## src/rtl/ctm_defs.svh

```systemverilog
// register offsets, field positions, reset values and timing counts
// assumes a 20 MHz reference clock
`ifndef CTM_DEFS_SVH
`define CTM_DEFS_SVH
`define CTM_CTRL_OFF 8'h00
`define CTM_STAT_OFF 8'h04
`define CTM_RES_OFF 8'h08
`define CTM_CTRL_W 10
`define CTM_CTRL_RST 10'h0a0
`define CTM_ST_GATE 0
`define CTM_ST_OVF 1
`define CTM_ST_MACT 2
`define CTM_ST_LBAND 3
`define CTM_ST_DP 4
`define CTM_ST_BLANK 8
`define CTM_CLK_NS 50
`define CTM_TICK_NS 100
`define CTM_TICK_CYC (`CTM_TICK_NS / `CTM_CLK_NS)
`define CTM_LB_FAST_NS 40000
`define CTM_LB_SLOW_NS 100000000
`define CTM_LB_FAST_CYC ((`CTM_LB_FAST_NS + `CTM_CLK_NS - 1) / `CTM_CLK_NS)
`define CTM_LB_SLOW_CYC (`CTM_LB_SLOW_NS / `CTM_CLK_NS)
`define CTM_GATE_US0 64'd10000
`define CTM_GATE_US1 64'd100000
`define CTM_GATE_US2 64'd1000000
`define CTM_GATE_US3 64'd10000000
`define CTM_GATE_TK(us) ((us) * 64'd1000 / `CTM_TICK_NS)
`define CTM_AVG0 10'd1
`define CTM_AVG1 10'd10
`define CTM_AVG2 10'd100
`define CTM_AVG3 10'd1000
`define CTM_PSC_DIV 4'd10
`define CTM_MULT_DIGITS 3'd2
`define CTM_BCD_MAX 4'h9
`define CTM_LAMP_ALL 24'h888888
`endif

```

## src/rtl/ctm_pkg.sv

```systemverilog
// types shared by the counter/timer control files
// no assumptions beyond the constants header
package ctm_pkg;
   typedef enum logic [2:0] {
      direct_frequency_mode,
      prescaled_frequency_mode,
      period_mode,
      pos_width_mode,
      neg_width_mode,
      pulse_accumulate_mode
   } ctm_func_e;

   typedef enum logic [2:0] {
      st_idle, st_arm, st_open, st_xfer, st_accum
   } ctm_state_e;

   typedef struct packed {
      logic       rear_in;
      logic       ext_tb;
      logic       mult_en;
      logic       hold;
      logic       auto_sel;
      logic [1:0] interval_selector;
      ctm_func_e  func;
   } ctm_ctrl_s;

   typedef struct packed {
      logic [5:0][3:0] digit;
      logic [5:0]      blank;
      logic [2:0]      dp;
      logic            ovf;
   } ctm_disp_s;
endpackage : ctm_pkg

```

## src/rtl/ctm_bcd6.sv

```systemverilog
// six-digit decimal counting register with sticky overflow
// clear and increment come from the same clock domain
`timescale 1ns/1ps
`include "ctm_defs.svh"
module ctm_bcd6 (
   // clock and reset
   input  wire logic       clk_in,
   input  wire logic       resetn_in,
   // control
   input  wire logic       clr_in,
   input  wire logic       inc_in,
   // count state
   output logic [5:0][3:0] dig_out,
   output logic            ovf_out
);
   logic [6:0] carry;

   assign carry[0] = inc_in;

   for (genvar i = 0; i < 6; i++) begin : g_dig
      assign carry[i+1] = carry[i] && (dig_out[i] == `CTM_BCD_MAX);
      always_ff @(posedge clk_in or negedge resetn_in) begin
         if (!resetn_in) dig_out[i] <= 4'h0;
         else if (clr_in) dig_out[i] <= 4'h0;
         else if (carry[i+1]) dig_out[i] <= 4'h0;
         else if (carry[i]) dig_out[i] <= dig_out[i] + 4'h1;
      end
   end

   // carry out of the top digit wins over a clear in the same cycle
   always_ff @(posedge clk_in or negedge resetn_in) begin
      if (!resetn_in) ovf_out <= 1'b0;
      else ovf_out <= carry[6] || (ovf_out && !clr_in);
   end
endmodule : ctm_bcd6

```

## src/rtl/ctm_sync.sv

```systemverilog
// three-stage synchroniser with agreement filter, one per bit
// inputs come from pins outside the reference clock domain
`timescale 1ns/1ps
module ctm_sync #(
   parameter int W = 1
)(
   // clock and reset
   input  wire logic         clk_in,
   input  wire logic         resetn_in,
   // pins and filtered levels
   input  wire logic [W-1:0] d_in,
   output logic      [W-1:0] q_out
);
   logic [W-1:0] s1_q, s2_q, s3_q;

   for (genvar i = 0; i < W; i++) begin : g_bit
      // a change counts only once stages two and three agree
      always_ff @(posedge clk_in or negedge resetn_in) begin
         if (!resetn_in) begin
            s1_q[i]  <= 1'b0;
            s2_q[i]  <= 1'b0;
            s3_q[i]  <= 1'b0;
            q_out[i] <= 1'b0;
         end else begin
            s1_q[i] <= d_in[i];
            s2_q[i] <= s1_q[i];
            s3_q[i] <= s2_q[i];
            if (s2_q[i] == s3_q[i]) q_out[i] <= s3_q[i];
         end
      end
   end
endmodule : ctm_sync

```

## src/rtl/ctm_top.sv

```systemverilog
// measurement control of a six-digit counter/timer
// assumes conditioned logic-level inputs and a 20 MHz reference clock;
// the phase-locked x100 multiplier itself sits outside and returns pll_sig_in
//
// How it works
// - six-digit readout, automatic decimal point, leading zeros blanked
// - gate lamp lit while the measurement gate is open and throughout accumulate mode
// - overflow lamp lit when the count exceeds the registers
// - low band 10 Hz to 25 kHz engages the x100 multiplier in direct mode
// - multiplier lamp follows the path chosen when each gate arms, held until the next arming, a reset or a non-frequency mode
// - direct mode counts input cycles with no prescaling
// - prescaled mode divides the input by ten before counting
// - period mode times between successive rising trigger points
// - positive width times rising edge to following falling edge
// - negative width times falling edge to following rising edge
// - accumulate mode shows a running total until reset; overflow lights the lamp and the count wraps on
// - interval selector sets gate time or averages by function
// - automatic setting picks the gate giving a full six digits
// - reset zeroes the total and clears the readout
// - reset held shows eight on every digit
// - run repeats measurements or counts continuously
// - hold keeps last result and starts no new measurement
// - hold in accumulate freezes readout, counting goes on
// - hold release in accumulate refreshes readout at once
// - external reference clock may replace the internal time base
// - rear signal input may replace the front input
// - multiplier enabled after reset, may be disabled by software
//
// The strobed register port and the register offsets were chosen for this implementation.
`timescale 1ns/1ps
`include "ctm_defs.svh"
module ctm_top import ctm_pkg::*; #(
   parameter logic [31:0] GATE_TK0    = 32'(`CTM_GATE_TK(`CTM_GATE_US0)),
   parameter logic [31:0] GATE_TK1    = 32'(`CTM_GATE_TK(`CTM_GATE_US1)),
   parameter logic [31:0] GATE_TK2    = 32'(`CTM_GATE_TK(`CTM_GATE_US2)),
   parameter logic [31:0] GATE_TK3    = 32'(`CTM_GATE_TK(`CTM_GATE_US3)),
   parameter logic [20:0] LB_SLOW_CYC = 21'(`CTM_LB_SLOW_CYC)
)(
   // clock and reset
   input  wire logic        ref_clk_in,
   input  wire logic        resetn_in,
   // register port
   input  wire logic [7:0]  addr_in,
   input  wire logic [31:0] wdata_in,
   input  wire logic        wr_in,
   input  wire logic        rd_in,
   output logic      [31:0] rdata_out,
   // signal and panel pins
   input  wire logic        front_sig_in,
   input  wire logic        rear_sig_in,
   input  wire logic        ext_ref_in,
   input  wire logic        pll_sig_in,
   input  wire logic        reset_btn_in,
   // indicators and readout
   output logic             pll_ref_out,
   output ctm_disp_s        disp_out,
   output logic             gate_out,
   output logic             overflow_out,
   output logic             mult_active_out
);
   ctm_ctrl_s       ctrl_q;
   ctm_state_e      st_q, st_d;
   ctm_func_e       func_q;
   logic [4:0]      syn;
   logic            sig_p_q, pll_p_q, ext_p_q;
   logic [3:0]      div_q, psc_q;
   logic [20:0]     per_q;
   logic            lband_q, mult_q, lamp_q;
   logic [31:0]     tmr_q;
   logic [9:0]      nev_q;
   logic [1:0]      aidx_q;
   logic [5:0][3:0] dig_q, cnt_dig;
   logic [5:0]      blank_q, lz;
   logic [2:0]      dp_q;
   logic            ovf_q, cnt_ovf;
   logic [31:0]     rdata_q;

   // pin conditioning; front or rear signal after the filter
   ctm_sync #(.W(5)) u_sync (
      .clk_in    (ref_clk_in),
      .resetn_in (resetn_in),
      .d_in      ({reset_btn_in, pll_sig_in, ext_ref_in, rear_sig_in, front_sig_in}),
      .q_out     (syn)
   );

   wire sig      = ctrl_q.rear_in ? syn[1] : syn[0];
   wire btn      = syn[4];
   wire sig_rise = sig && !sig_p_q;
   wire sig_fall = !sig && sig_p_q;
   wire pll_rise = syn[3] && !pll_p_q;
   wire ext_rise = syn[2] && !ext_p_q;

   assign pll_ref_out = sig;

   always_ff @(posedge ref_clk_in or negedge resetn_in) begin
      if (!resetn_in) begin
         sig_p_q <= 1'b0;
         pll_p_q <= 1'b0;
         ext_p_q <= 1'b0;
      end else begin
         sig_p_q <= sig;
         pll_p_q <= syn[3];
         ext_p_q <= syn[2];
      end
   end

   // time base: 100 ns ticks from the divider or the outside reference
   wire int_tick = div_q == 4'(`CTM_TICK_CYC - 1);
   wire tick     = ctrl_q.ext_tb ? ext_rise : int_tick;

   always_ff @(posedge ref_clk_in or negedge resetn_in) begin
      if (!resetn_in) div_q <= 4'h0;
      else div_q <= int_tick ? 4'h0 : div_q + 4'h1;
   end

   // divide-by-ten prescaler for the high band
   wire psc_wrap = sig_rise && (psc_q == `CTM_PSC_DIV - 4'd1);

   always_ff @(posedge ref_clk_in or negedge resetn_in) begin
      if (!resetn_in) psc_q <= 4'h0;
      else if (psc_wrap) psc_q <= 4'h0;
      else if (sig_rise) psc_q <= psc_q + 4'h1;
   end

   // low-band detect from the input period in reference cycles
   wire per_sat  = per_q == 21'h1fffff;
   wire per_band = (per_q >= 21'(`CTM_LB_FAST_CYC)) && (per_q <= LB_SLOW_CYC);

   always_ff @(posedge ref_clk_in or negedge resetn_in) begin
      if (!resetn_in) begin
         per_q   <= 21'h0;
         lband_q <= 1'b0;
      end else if (sig_rise) begin
         per_q   <= 21'h0;
         lband_q <= per_band;
      end else begin
         per_q <= per_sat ? per_q : per_q + 21'h1;
         if (per_q > LB_SLOW_CYC) lband_q <= 1'b0;
      end
   end

   wire mult_sel = (ctrl_q.func == direct_frequency_mode) && ctrl_q.mult_en
                   && lband_q;

   // mode decode
   wire is_freq  = (ctrl_q.func == direct_frequency_mode)
                   || (ctrl_q.func == prescaled_frequency_mode);
   wire is_width = (ctrl_q.func == pos_width_mode) || (ctrl_q.func == neg_width_mode);
   wire is_per   = ctrl_q.func == period_mode;
   wire is_acc   = ctrl_q.func == pulse_accumulate_mode;
   wire is_meas  = is_freq || is_width || is_per;
   wire func_chg = ctrl_q.func != func_q;

   // width edges by polarity
   wire w_pos   = ctrl_q.func == pos_width_mode;
   wire w_lead  = w_pos ? sig_rise : sig_fall;
   wire w_trail = w_pos ? sig_fall : sig_rise;
   wire w_act   = w_pos ? sig : !sig;

   // interval selector reading: gate time or averages
   wire [1:0] idx = (ctrl_q.auto_sel && is_freq) ? aidx_q
                    : (ctrl_q.auto_sel ? 2'd0 : ctrl_q.interval_selector);

   logic [31:0] gate_len;
   logic [9:0]  avg_n;
   assign gate_len = (idx == 2'd0) ? GATE_TK0 :
                     (idx == 2'd1) ? GATE_TK1 :
                     (idx == 2'd2) ? GATE_TK2 : GATE_TK3;
   assign avg_n    = (idx == 2'd0) ? `CTM_AVG0 :
                     (idx == 2'd1) ? `CTM_AVG1 :
                     (idx == 2'd2) ? `CTM_AVG2 : `CTM_AVG3;

   wire gate_end = tick && (tmr_q == gate_len - 32'd1);
   wire avg_end  = nev_q == avg_n - 10'd1;

   // count source per mode
   wire freq_edge = (ctrl_q.func == prescaled_frequency_mode) ? psc_wrap
                    : (mult_q ? pll_rise : sig_rise);
   logic cnt_inc;
   assign cnt_inc = (st_q == st_accum) ? sig_rise :
                    (st_q != st_open) ? 1'b0 :
                    is_freq ? freq_edge :
                    is_per ? tick :
                    (tick && w_act);

   wire start_ok = !btn && !(ctrl_q.hold && is_meas);
   wire cnt_clr  = btn || func_chg || ((st_q == st_idle) && start_ok);

   ctm_bcd6 u_cnt (
      .clk_in    (ref_clk_in),
      .resetn_in (resetn_in),
      .clr_in    (cnt_clr),
      .inc_in    (cnt_inc),
      .dig_out   (cnt_dig),
      .ovf_out   (cnt_ovf)
   );

   // gate sequencer
   always_comb begin
      st_d = st_q;
      case (st_q)
         st_idle: begin
            if (start_ok && is_acc) st_d = st_accum;
            else if (start_ok && is_meas) st_d = st_arm;
         end
         st_arm: begin
            if (is_freq) st_d = st_open;
            else if (is_per && sig_rise) st_d = st_open;
            else if (is_width && w_lead) st_d = st_open;
         end
         st_open: begin
            if (is_freq && gate_end) st_d = st_xfer;
            else if (is_per && sig_rise && avg_end) st_d = st_xfer;
            else if (is_width && w_trail && avg_end) st_d = st_xfer;
         end
         st_xfer: st_d = st_idle;
         st_accum: st_d = st_accum;
         default: st_d = st_idle;
      endcase
      if (btn || func_chg) st_d = st_idle;
   end

   always_ff @(posedge ref_clk_in or negedge resetn_in) begin
      if (!resetn_in) begin
         st_q   <= st_idle;
         func_q <= direct_frequency_mode;
      end else begin
         st_q   <= st_d;
         func_q <= ctrl_q.func;
      end
   end

   // gate timer and averaged-event counter
   wire evt = is_per ? sig_rise : w_trail;

   always_ff @(posedge ref_clk_in or negedge resetn_in) begin
      if (!resetn_in) begin
         tmr_q <= 32'h0;
         nev_q <= 10'h0;
      end else if (st_q != st_open) begin
         tmr_q <= 32'h0;
         nev_q <= 10'h0;
      end else begin
         if (tick) tmr_q <= tmr_q + 32'h1;
         if (evt) nev_q <= nev_q + 10'h1;
      end
   end

   // multiplier path fixed for a whole gate so one count never mixes sources
   always_ff @(posedge ref_clk_in or negedge resetn_in) begin
      if (!resetn_in) mult_q <= 1'b0;
      else if (!is_freq || btn) mult_q <= 1'b0;
      else if (st_q == st_arm) mult_q <= mult_sel;
   end

   // automatic gate: shorter on overflow, longer while the top digit is empty
   always_ff @(posedge ref_clk_in or negedge resetn_in) begin
      if (!resetn_in) aidx_q <= 2'd0;
      else if (st_q == st_xfer && is_freq) begin
         if (cnt_ovf && aidx_q != 2'd0) aidx_q <= aidx_q - 2'd1;
         else if (!cnt_ovf && cnt_dig[5] == 4'h0 && aidx_q != 2'd3)
            aidx_q <= aidx_q + 2'd1;
      end
   end

   // decimal places of the result in kHz or microseconds
   logic [2:0] dec;
   assign dec = (ctrl_q.func == direct_frequency_mode)
                ? 3'(3'd1 + 3'(idx) + (mult_q ? `CTM_MULT_DIGITS : 3'd0)) :
                (ctrl_q.func == prescaled_frequency_mode) ? 3'(idx) :
                (is_per || is_width) ? 3'(3'd1 + 3'(idx)) : 3'd0;

   // readout register
   wire acc_live = (st_q == st_accum) && !ctrl_q.hold;

   always_ff @(posedge ref_clk_in or negedge resetn_in) begin
      if (!resetn_in) begin
         dig_q  <= 24'h0;
         dp_q   <= 3'd0;
         ovf_q  <= 1'b0;
         lamp_q <= 1'b0;
      end else if (btn) begin
         dig_q  <= `CTM_LAMP_ALL;
         ovf_q  <= 1'b0;
         lamp_q <= 1'b1;
      end else if (lamp_q) begin
         dig_q  <= 24'h0;
         dp_q   <= 3'd0;
         lamp_q <= 1'b0;
      end else if (st_q == st_xfer || acc_live) begin
         dig_q <= cnt_dig;
         dp_q  <= dec;
         ovf_q <= cnt_ovf;
      end
   end

   // leading-zero blanking, never at or right of the decimal point
   assign lz[5] = dig_q[5] == 4'h0;
   for (genvar i = 0; i < 5; i++) begin : g_lz
      assign lz[i] = lz[i+1] && (dig_q[i] == 4'h0);
   end

   logic [5:0] blank_d;
   for (genvar i = 0; i < 6; i++) begin : g_blank
      assign blank_d[i] = lz[i] && (i > 0) && (3'(i) > dp_q) && !lamp_q;
   end

   always_ff @(posedge ref_clk_in or negedge resetn_in) begin
      if (!resetn_in) blank_q <= 6'h3e;
      else blank_q <= blank_d;
   end

   assign disp_out        = {dig_q, blank_q, dp_q, ovf_q};
   assign gate_out        = (st_q == st_open) || (st_q == st_accum);
   assign overflow_out    = ovf_q;
   assign mult_active_out = mult_q;

   // register port
   wire sel_ctrl = addr_in == `CTM_CTRL_OFF;
   wire sel_stat = addr_in == `CTM_STAT_OFF;
   wire sel_res  = addr_in == `CTM_RES_OFF;

   logic [31:0] stat_w, rd_mux;
   always_comb begin
      stat_w = 32'h0;
      stat_w[`CTM_ST_GATE]  = gate_out;
      stat_w[`CTM_ST_OVF]   = ovf_q;
      stat_w[`CTM_ST_MACT]  = mult_q;
      stat_w[`CTM_ST_LBAND] = lband_q;
      stat_w[`CTM_ST_DP +: 3]    = dp_q;
      stat_w[`CTM_ST_BLANK +: 6] = blank_q;
   end

   assign rd_mux = sel_ctrl ? {22'h0, ctrl_q} :
                   sel_stat ? stat_w :
                   sel_res ? {8'h0, dig_q} : 32'h0;

   always_ff @(posedge ref_clk_in or negedge resetn_in) begin
      if (!resetn_in) ctrl_q <= ctm_ctrl_s'(`CTM_CTRL_RST);
      else if (wr_in && sel_ctrl) ctrl_q <= ctm_ctrl_s'(wdata_in[`CTM_CTRL_W-1:0]);
   end

   always_ff @(posedge ref_clk_in or negedge resetn_in) begin
      if (!resetn_in) rdata_q <= 32'h0;
      else if (rd_in) rdata_q <= rd_mux;
   end

   assign rdata_out = rdata_q;
endmodule : ctm_top
```

## config.mk

```make
export PLATFORM = sky130hd
export DESIGN_NAME = ctm_top
export DESIGN_NICKNAME = d
export VERILOG_FILES = /design/src/rtl/ctm_pkg.sv /design/src/rtl/ctm_bcd6.sv /design/src/rtl/ctm_sync.sv /design/src/rtl/ctm_top.sv
export VERILOG_INCLUDE_DIRS = /design/src /design/src/rtl
export SDC_FILE = /design/constraint.sdc
export NUM_CORES = 1
export LEC_CHECK = 0
export BUFFER_PORTS_ARGS = -buffer_cell sky130_fd_sc_hd__buf_4
export CORE_ASPECT_RATIO = 1.2
export CORE_UTILIZATION = 31
export CTS_CLUSTER_DIAMETER = 60
export CTS_CLUSTER_SIZE = 40
export DETAILED_ROUTE_END_ITERATION = 10
export HOLD_SLACK_MARGIN = 0.08
export PLACE_DENSITY = 0.52
export RECOVER_POWER = 100
export SYNTH_ARGS = -nofsm -noshare
export SYNTH_HDL_FRONTEND = slang
export SYNTH_SLANG_ARGS = --single-unit
export TNS_END_PERCENT = 30
```

## constraint.sdc

```tcl
create_clock -name ref_clk_in -period 3.1 [get_ports ref_clk_in]
set_input_delay 0.31 -clock ref_clk_in [delete_from_list [all_inputs] [get_ports ref_clk_in]]
set_output_delay 0.31 -clock ref_clk_in [all_outputs]
set_load 0.1 [all_outputs]
```

Yosys cells after proc, flatten, opt, wreduce, memory -nomap -nowiden
Index checks and enable logic that the tools add are counted.
W data, S select, Z words.
{"block": "word_totals", "out_inout_bits": 70, "reg_bits": 205, "input_bits": 49, "mem_bits_rw": 0, "n_memories": 0, "latchBits": 0, "romBits": 0}
{"block": "classes", "n_mux": 79, "shifts": 0, "multipliers": 0, "div_mod_pow": 0, "reduce_logical": 101, "n_addsub": 17, "n_lt_le_gt_ge": 8, "bitwise_logic": 1, "n_eq_ne": 37}
{"cell": "$mux W24", "count": 6}
{"cell": "$mux W4", "count": 21}
{"cell": "$mux W27", "count": 3}
{"cell": "$mux W32", "count": 2}
{"cell": "$mux W10", "count": 5}
{"cell": "$logic_and A1 B1 Y1", "count": 49}
{"cell": "$mux W21", "count": 2}
{"cell": "$mux W3", "count": 14}
{"cell": "$add A32 B1 Y32 const B", "count": 1}
{"cell": "$add A4 B1 Y4 const B", "count": 8}
{"cell": "$eq A32 B32 Y1", "count": 1}
{"cell": "$eq A4 B4 Y1 const B", "count": 7}
{"cell": "$sub A27 B1 Y28 const B", "count": 1}
{"cell": "$logic_not A4 Y1", "count": 6}
{"cell": "$add A21 B1 Y21 const B", "count": 1}
{"cell": "$eq A21 B21 Y1 const B", "count": 1}
{"cell": "$ge A21 B10 Y1 const B", "count": 1}
{"cell": "$gt A21 B21 Y1 const B", "count": 1}
{"cell": "$le A21 B21 Y1 const B", "count": 1}
{"cell": "$reduce_bool A3 Y1", "count": 7}
{"cell": "$mux W1", "count": 20}
{"cell": "$reduce_bool A2 Y1", "count": 9}
{"cell": "$eq A3 B2 Y1 const B", "count": 4}
{"cell": "$pmux W3 S4", "count": 1}
{"cell": "other kinds (33)", "count": 71}

Depth between registers and ports, before layout
{"block": "logic_depth", "depth_word": 16, "depth_mapped": 12, "mapped_depth_nobuf": 10}

Hierarchy
A second synthesis with hierarchy kept.
{"block": "unflattened", "hier_cells": 981, "hier_area_um2": 9803.2}
{"module": "ctm_top", "n_inst": 1, "seq_area_each_um2": 3812.4, "cells_per_inst": 804, "area_each_um2": 7805.0}
{"module": "ctm_bcd6", "n_inst": 1, "seq_area_each_um2": 625.6, "cells_per_inst": 152, "area_each_um2": 1441.4}
{"module": "ctm_sync", "n_inst": 1, "seq_area_each_um2": 500.5, "cells_per_inst": 25, "area_each_um2": 556.8}

Worst setup path before layout
No wires, ideal clock.
{"block": "synth_timing", "path_kind": "reg-to-reg", "start": "reg ctrl_q[1] (netlist name)", "end": "reg st_q[0]", "t_arrival_ps": 2710, "period_less_slack_ps": 2797, "path_stages_with_launch": 12, "t_required_ps": 3014, "setup_slack_ps": 303, "n_path_buf": 2, "path_cell_list": "dfrtp_1 -> clkbuf_1 -> or2_2 -> o22ai_1 -> ha_1 -> clkbuf_1 -> nand2b_1 -> xor2_1 -> a21oi_1 -> nor4bb_1 -> a311oi_1 -> nor3_1"}
{"block": "synth_between", "elab_chain_len": 15, "word_cells_on_any_way": 52}
{"item": "start, declared", "line": "ctm_top.sv:61", "rtl": "ctm_ctrl_s ctrl_q;"}
{"item": "start signal, assigned", "line": "ctm_top.sv:339", "rtl": "if (!resetn_in) ctrl_q <= ctm_ctrl_s'(`CTM_CTRL_RST);"}
{"item": "start signal, assigned", "line": "ctm_top.sv:340", "rtl": "else if (wr_in && sel_ctrl) ctrl_q <= ctm_ctrl_s'(wdata_in[`CTM_CTRL_W-1:0]);"}
{"item": "$eq A3 B1 Y1 or $logic_not A3 Y1 (tied branches)", "line": "ctm_top.sv:147, ctm_top.sv:146"}
{"item": "$logic_or A1 B1 Y1", "line": "ctm_top.sv:147", "rtl": "|| (ctrl_q.func == prescaled_frequency_mode);"}
{"item": "$logic_and A1 B1 Y1", "line": "ctm_top.sv:161", "rtl": "wire [1:0] idx = (ctrl_q.auto_sel && is_freq) ? aidx_q"}
{"item": "$mux W2", "line": "ctm_top.sv:161"}
{"item": "$eq A2 B2 Y1", "line": "ctm_top.sv:168, ctm_top.sv:171"}
{"item": "$mux W27 or $mux W10 (tied branches) (3 in series)"}
{"item": "$sub A27 B1 Y28 or $sub A10 B1 Y10 (tied branches)", "line": "ctm_top.sv:173, ctm_top.sv:174"}
{"item": "$eq A32 B32 Y1 or $eq A10 B10 Y1 (tied branches)", "line": "ctm_top.sv:173, ctm_top.sv:174"}
{"item": "$logic_and A1 B1 Y1 (on tied branches)", "line": "ctm_top.sv:173, ctm_top.sv:213"}
{"item": "$logic_and A1 B1 Y1 or $mux W3 (tied branches)", "line": "ctm_top.sv:212, ctm_top.sv:213"}
{"item": "$mux W3", "line": "ctm_top.sv:212", "rtl": "if (is_freq && gate_end) st_d = st_xfer;"}
{"item": "$pmux W3 S4", "line": "ctm_top.sv:201", "rtl": "case (st_q)"}
{"item": "$mux W3", "line": "ctm_top.sv:220", "rtl": "if (btn || func_chg) st_d = st_idle;"}
{"item": "end signal, assigned", "line": "ctm_top.sv:225", "rtl": "st_q <= st_idle;"}
{"item": "end signal, assigned", "line": "ctm_top.sv:228", "rtl": "st_q <= st_d;"}
{"item": "end, declared", "line": "ctm_top.sv:62", "rtl": "ctm_state_e st_q, st_d;"}
Several ways; a longest one is shown, not always the timed one.
A chain may end at the register's enable or synchronous reset.

Final worst setup path
{"block": "layout_timing", "start": "reg div_q[2]", "end": "reg u_cnt.dig_out[17] (netlist name)"}
{"block": "layout_between", "elab_chain_len": 14, "word_cells_on_any_way": 15}
{"item": "start, declared", "line": "ctm_top.sv:66", "rtl": "logic [3:0] div_q, psc_q;"}
{"item": "start signal, assigned", "line": "ctm_top.sv:113", "rtl": "else div_q <= int_tick ? 4'h0 : div_q + 4'h1;"}
{"item": "$eq A4 B1 Y1 (*)", "line": "ctm_top.sv:108", "rtl": "wire int_tick = div_q == 4'(`CTM_TICK_CYC - 1);"}
{"item": "$mux W1 (*)", "line": "ctm_top.sv:109", "rtl": "wire tick = ctrl_q.ext_tb ? ext_rise : int_tick;"}
{"item": "$logic_and A1 B1 Y1", "line": "ctm_top.sv:184", "rtl": "(tick && w_act);"}
{"item": "$mux W1 (*)", "line": "ctm_top.sv:183", "rtl": "is_per ? tick :"}
{"item": "$mux W1 (*)", "line": "ctm_top.sv:182", "rtl": "is_freq ? freq_edge :"}
{"item": "$mux W1 (*)", "line": "ctm_top.sv:181", "rtl": "(st_q != st_open) ? 1'b0 :"}
{"item": "$mux W1 (*)", "line": "ctm_top.sv:180", "rtl": "assign cnt_inc = (st_q == st_accum) ? sig_rise :"}
{"item": "$logic_and A1 B1 Y1 (*) (4 in series)", "line": "ctm_bcd6.sv:21", "rtl": "assign carry[i+1] = carry[i] && (dig_out[i] == `CTM_BCD_MAX);"}
{"item": "$logic_and A1 B1 Y1", "line": "ctm_bcd6.sv:21"}
{"item": "$mux W4", "line": "ctm_bcd6.sv:25", "rtl": "else if (carry[i+1]) dig_out[i] <= 4'h0;"}
{"item": "$mux W4", "line": "ctm_bcd6.sv:24", "rtl": "else if (clr_in) dig_out[i] <= 4'h0;"}
{"item": "end signal, assigned by index", "line": "ctm_bcd6.sv:26", "rtl": "else if (carry[i]) dig_out[i] <= dig_out[i] + 4'h1;"}
{"item": "end, declared", "line": "ctm_bcd6.sv:13", "rtl": "output logic [5:0][3:0] dig_out,"}
Mark *: on every way between the ends. The rest lies on a longest branch, timed or not.

==> flow_metrics.env <==
export IMPL_firstDrtPassIters=4
export IMPL_synth_distinct_cells=72
export IMPL_period_minus_slack_ns=2.90
export IMPL_synth_area_sq_mm=0.00984
export IMPL_nNetsFinal=1154
export IMPL_power_w=0.00573
export IMPL_synthXorXnorAreaFrac=0.0614
export IMPL_io_pins=119
export IMPL_clk_path_buf_depth=2
export IMPL_r2r_end="u_cnt.dig_out[17]$_DFFE_PN0P_"
export IMPL_rrSetupSlack_ns=0.20
export IMPL_setup_tns_ns=0
export IMPL_cts_tree="built"
export IMPL_power_frac_clock=0.374
export IMPL_p_comb_frac=0.136
export IMPL_vias=7567
export IMPL_synth_compound_area_frac=0.130
export IMPL_endpoint_kind="register"
export IMPL_power_switching_w=0.00177
export IMPL_syn_inst=979
export IMPL_powerDensity_mw_per_mm2=505
export IMPL_status="complete, but fails checks"
export IMPL_fillCellCount=3203
export IMPL_worst_slew_pin_slew_ns=2.22
export IMPL_io_buffers=87
export IMPL_drc_errors=0
export IMPL_synthArstFlopShare=1.00
export IMPL_drv_cap=1
export IMPL_max_freq_mhz=345
export IMPL_grt_pass1_vias=7356
export IMPL_violations="capacitance limit, slew limit"
export IMPL_crit_required_ns=3.48
export IMPL_dp_hpwl_um=17700
export IMPL_ys_ff_latch=197
export IMPL_hp_class="input port to register"
export IMPL_fin_crit_sh=0.935
export IMPL_peakVddDrop_mv=0.301
export IMPL_antenna_found_initial=1
export IMPL_synthAdderAreaFrac=0.0402
export IMPL_worstHoldStart="wdata_in[8]"
export IMPL_sw_frac_of_total=0.309
export IMPL_synth_edff_count=0
export IMPL_grt_pass1_wl_um=40400
export IMPL_clk_latency_ns=0.45
export IMPL_critPathKind="register to register"
export IMPL_multi_input_area_sq_mm=0.00450
export IMPL_grt_ovfl_total=0
export IMPL_cts_root_buf="clkbuf_16"
export IMPL_core_area_sq_mm=0.0313
export IMPL_holdPathStages=2
export IMPL_drtIter0Drc=462
export IMPL_gp_congestion=0.798
export IMPL_yosys_area_top_type_share=0.483
export IMPL_yosysMostFrequentCell="dfrtp_1"
export IMPL_dieArea_sq_mm=0.0325
export IMPL_hold_end="ctrl_q[8]$_DFFE_PN0P_"
export IMPL_initial_core_util=0.315
export IMPL_reg2reg_depth=6
export IMPL_grt_usage=0.160
export IMPL_fp_dieW_um=165
export IMPL_p_int_w=0.00396
export IMPL_grt_max_degree=86
export IMPL_synth_largest_area_cell="dfrtp_1"
export IMPL_regArea_sq_mm=0.00494
export IMPL_relSlewSlack=-0.483
export IMPL_finalHoldViolations=0
export IMPL_setup_violations_final=0
export IMPL_clock_sinks=197
export IMPL_wire_per_inst_um=16.8
export IMPL_final_max_slew_viol_count=86
export IMPL_fin_skew_ns=0.0139
export IMPL_area_growth_syn_to_layout_pct=15.2
export IMPL_yosys_area_share_simple=0.189
export IMPL_seqPwrFrac=0.490
export IMPL_yosysSeqAreaShare=0.502
export IMPL_num_rows=71
export IMPL_syn_avg_cell_area_sq_um=10.1
export IMPL_synth_main_ff_cell="dfrtp_1"
export IMPL_cts_clk_slew_worst_paths_ns=0.08
export IMPL_layout_drive_gt1_share=0.0963
export IMPL_wirelength_um=25000
export IMPL_r2r_start="div_q[2]$_DFF_PN0_"
export IMPL_cp_max_fo=10
export IMPL_p_leak_nw=4.82
export IMPL_ys_warn_count=0
export IMPL_rsz0062_at_grt="no"
export IMPL_critPathArrivalTime_ns=3.28
export IMPL_via_per_inst=5.07
export IMPL_synth_mux_area_frac=0.0353
export IMPL_die_h_um=197
export IMPL_h_tree_depth=4
export IMPL_ant_nets=0
export IMPL_cts_buffers=17
export IMPL_synth_top_family_by_area="simple AND/OR/NAND/NOR gates"
export IMPL_synth_common_cells="190 x dfrtp_1, 93 x nor2_1, 61 x nand2_1, 53 x inv_1, 48 x nand3_1"
export IMPL_synth_area_leaders="dfrtp_1 48%, nor2_1 3.5%, xor2_1 3.4%"
export IMPL_start_kind="register"
## cells by family after synthesis
| logic type | Yosys count |
|---|---|
| and+or+nand+nor | 360 |
| DFF | 197 |
| AOI/OAI and AO/OA | 187 |
| buffers and inverters | 100 |
| xor gates and xnor gates | 69 |
| muxes | 33 |
| adders and majority gates | 32 |
| other | 1 |
## routing by layer
metal | wire length [um] | part of all wire | track usage | vias up
li1 | - | - | - | 3693
met1 | 11600 | 0.47 | 0.210 | 3679
met3 | 1180 | 0.047 | 0.0330 | 31
met2 | 11600 | 0.46 | 0.257 | 164
met4 | 587 | 0.023 | 0.0632 | 0
met5 | 0 | 0 | 0 | -
## cells in the final DEF, fill, tap and decap left out, drive strengths merged, types with 8 or more instances in the layout
cell           n
dfrtp        190
clkbuf       100
nor2          94
nand2         61
inv           60
nand3         48
a21oi         47
o21ai         42
xor2          38
xnor2         31
nor3          29
buf           29
a22o          27
ha            26
nand4         22
mux2i         19
nor4          16
mux2          14
or4           13
or3           13
o22ai         12
and3          12
nand3b        10
conb           9
o21bai         8
dlygate4sd3    8
## power groups by stage
stage	registers, W	clock network, W	logic (W)
floorplan	0.00294	0	0.000450
global placement	0.00286	0	0.000804
detailed placement	0.00286	0	0.000811
CTS	0.00281	0.00222	0.000821
global route	0.00283	0.00231	0.000863
finish	0.00281	0.00214	0.000776
## cell type report
class	instances	share of cell area
well taps	401	0.0443
multi-input cells	690	0.397
inverters	54	0.0179
diodes	1	0.000221
repair buffers	118	0.0561
flip-flops and latches	197	0.436
clock buffers	19	0.0382
clock inverters	12	0.0104
## what timing repair did
action | 4_1_cts | 5_1_grt
setup buffers | 0 | 0
hold buffers | 8 | 0
hold endpoints to repair | 87 | 0
gates resized for setup | 0 | 0
## metrics by stage
step | setup WS, ns | util | hold WS [ns] | instance area [sq um] | cells
2_1_floorplan | 0.303 | - | 0.0144 | 9870 | 987
3_3_place_gp | 0.452 | 0.352 | 0.333 | 11000 | 1452
3_5_place_dp | 0.343 | 0.352 | 0.335 | 11000 | 1452
4_1_cts | 0.296 | 0.372 | 0.0802 | 11600 | 1491
5_1_grt | 0.0705 | 0.362 | 0.0865 | 11300 | 1492
6_report | 0.200 | 0.362 | 0.101 | 11300 | 1492
## registers in the layout, summed over array words and instances (netlist names), 4 cells and up
name / flops
tmr_q: 32
u_sync.s2_q: 5
u_sync.s3_q: 5
per_q: 21
blank_q: 5
psc_q: 4
u_cnt.dig_out: 24
div_q: 4
disp_out: 24
rdata_out: 24
u_sync.s1_q: 5
nev_q: 10
u_sync.q_out: 5
ctrl_q: 10
## critical path, cell delays in order, from the launching register on
cell	delay (ns)
dfrtp_1	0.41
or2_4	0.26
o31ai_1	0.71
o21ai_2	0.24
a311o_1	0.52
or4_1	0.54
a21oi_1	0.15
## worst max-delay path by stage
stage,from,end,slack [ns],cells after the start
floorplan,ctrl_q[1]$_DFFE_PN0P_,st_q[0]$_DFFE_PN0P_,0.30,11
global placement,ctrl_q[9]$_DFFE_PN0P_,u_cnt.dig_out[3]$_DFFE_PN0P_,0.45,7
detailed placement,ctrl_q[9]$_DFFE_PN0P_,u_cnt.dig_out[3]$_DFFE_PN0P_,0.34,7
CTS,ctrl_q[9]$_DFFE_PN0P_,u_cnt.dig_out[3]$_DFFE_PN0P_,0.30,7
global route,resetn_in,disp_out[17]$_DFFE_PN0P_,0.07,3
finish,div_q[2]$_DFF_PN0_,u_cnt.dig_out[17]$_DFFE_PN0P_,0.20,6
(Power assumes the default switching activity.)
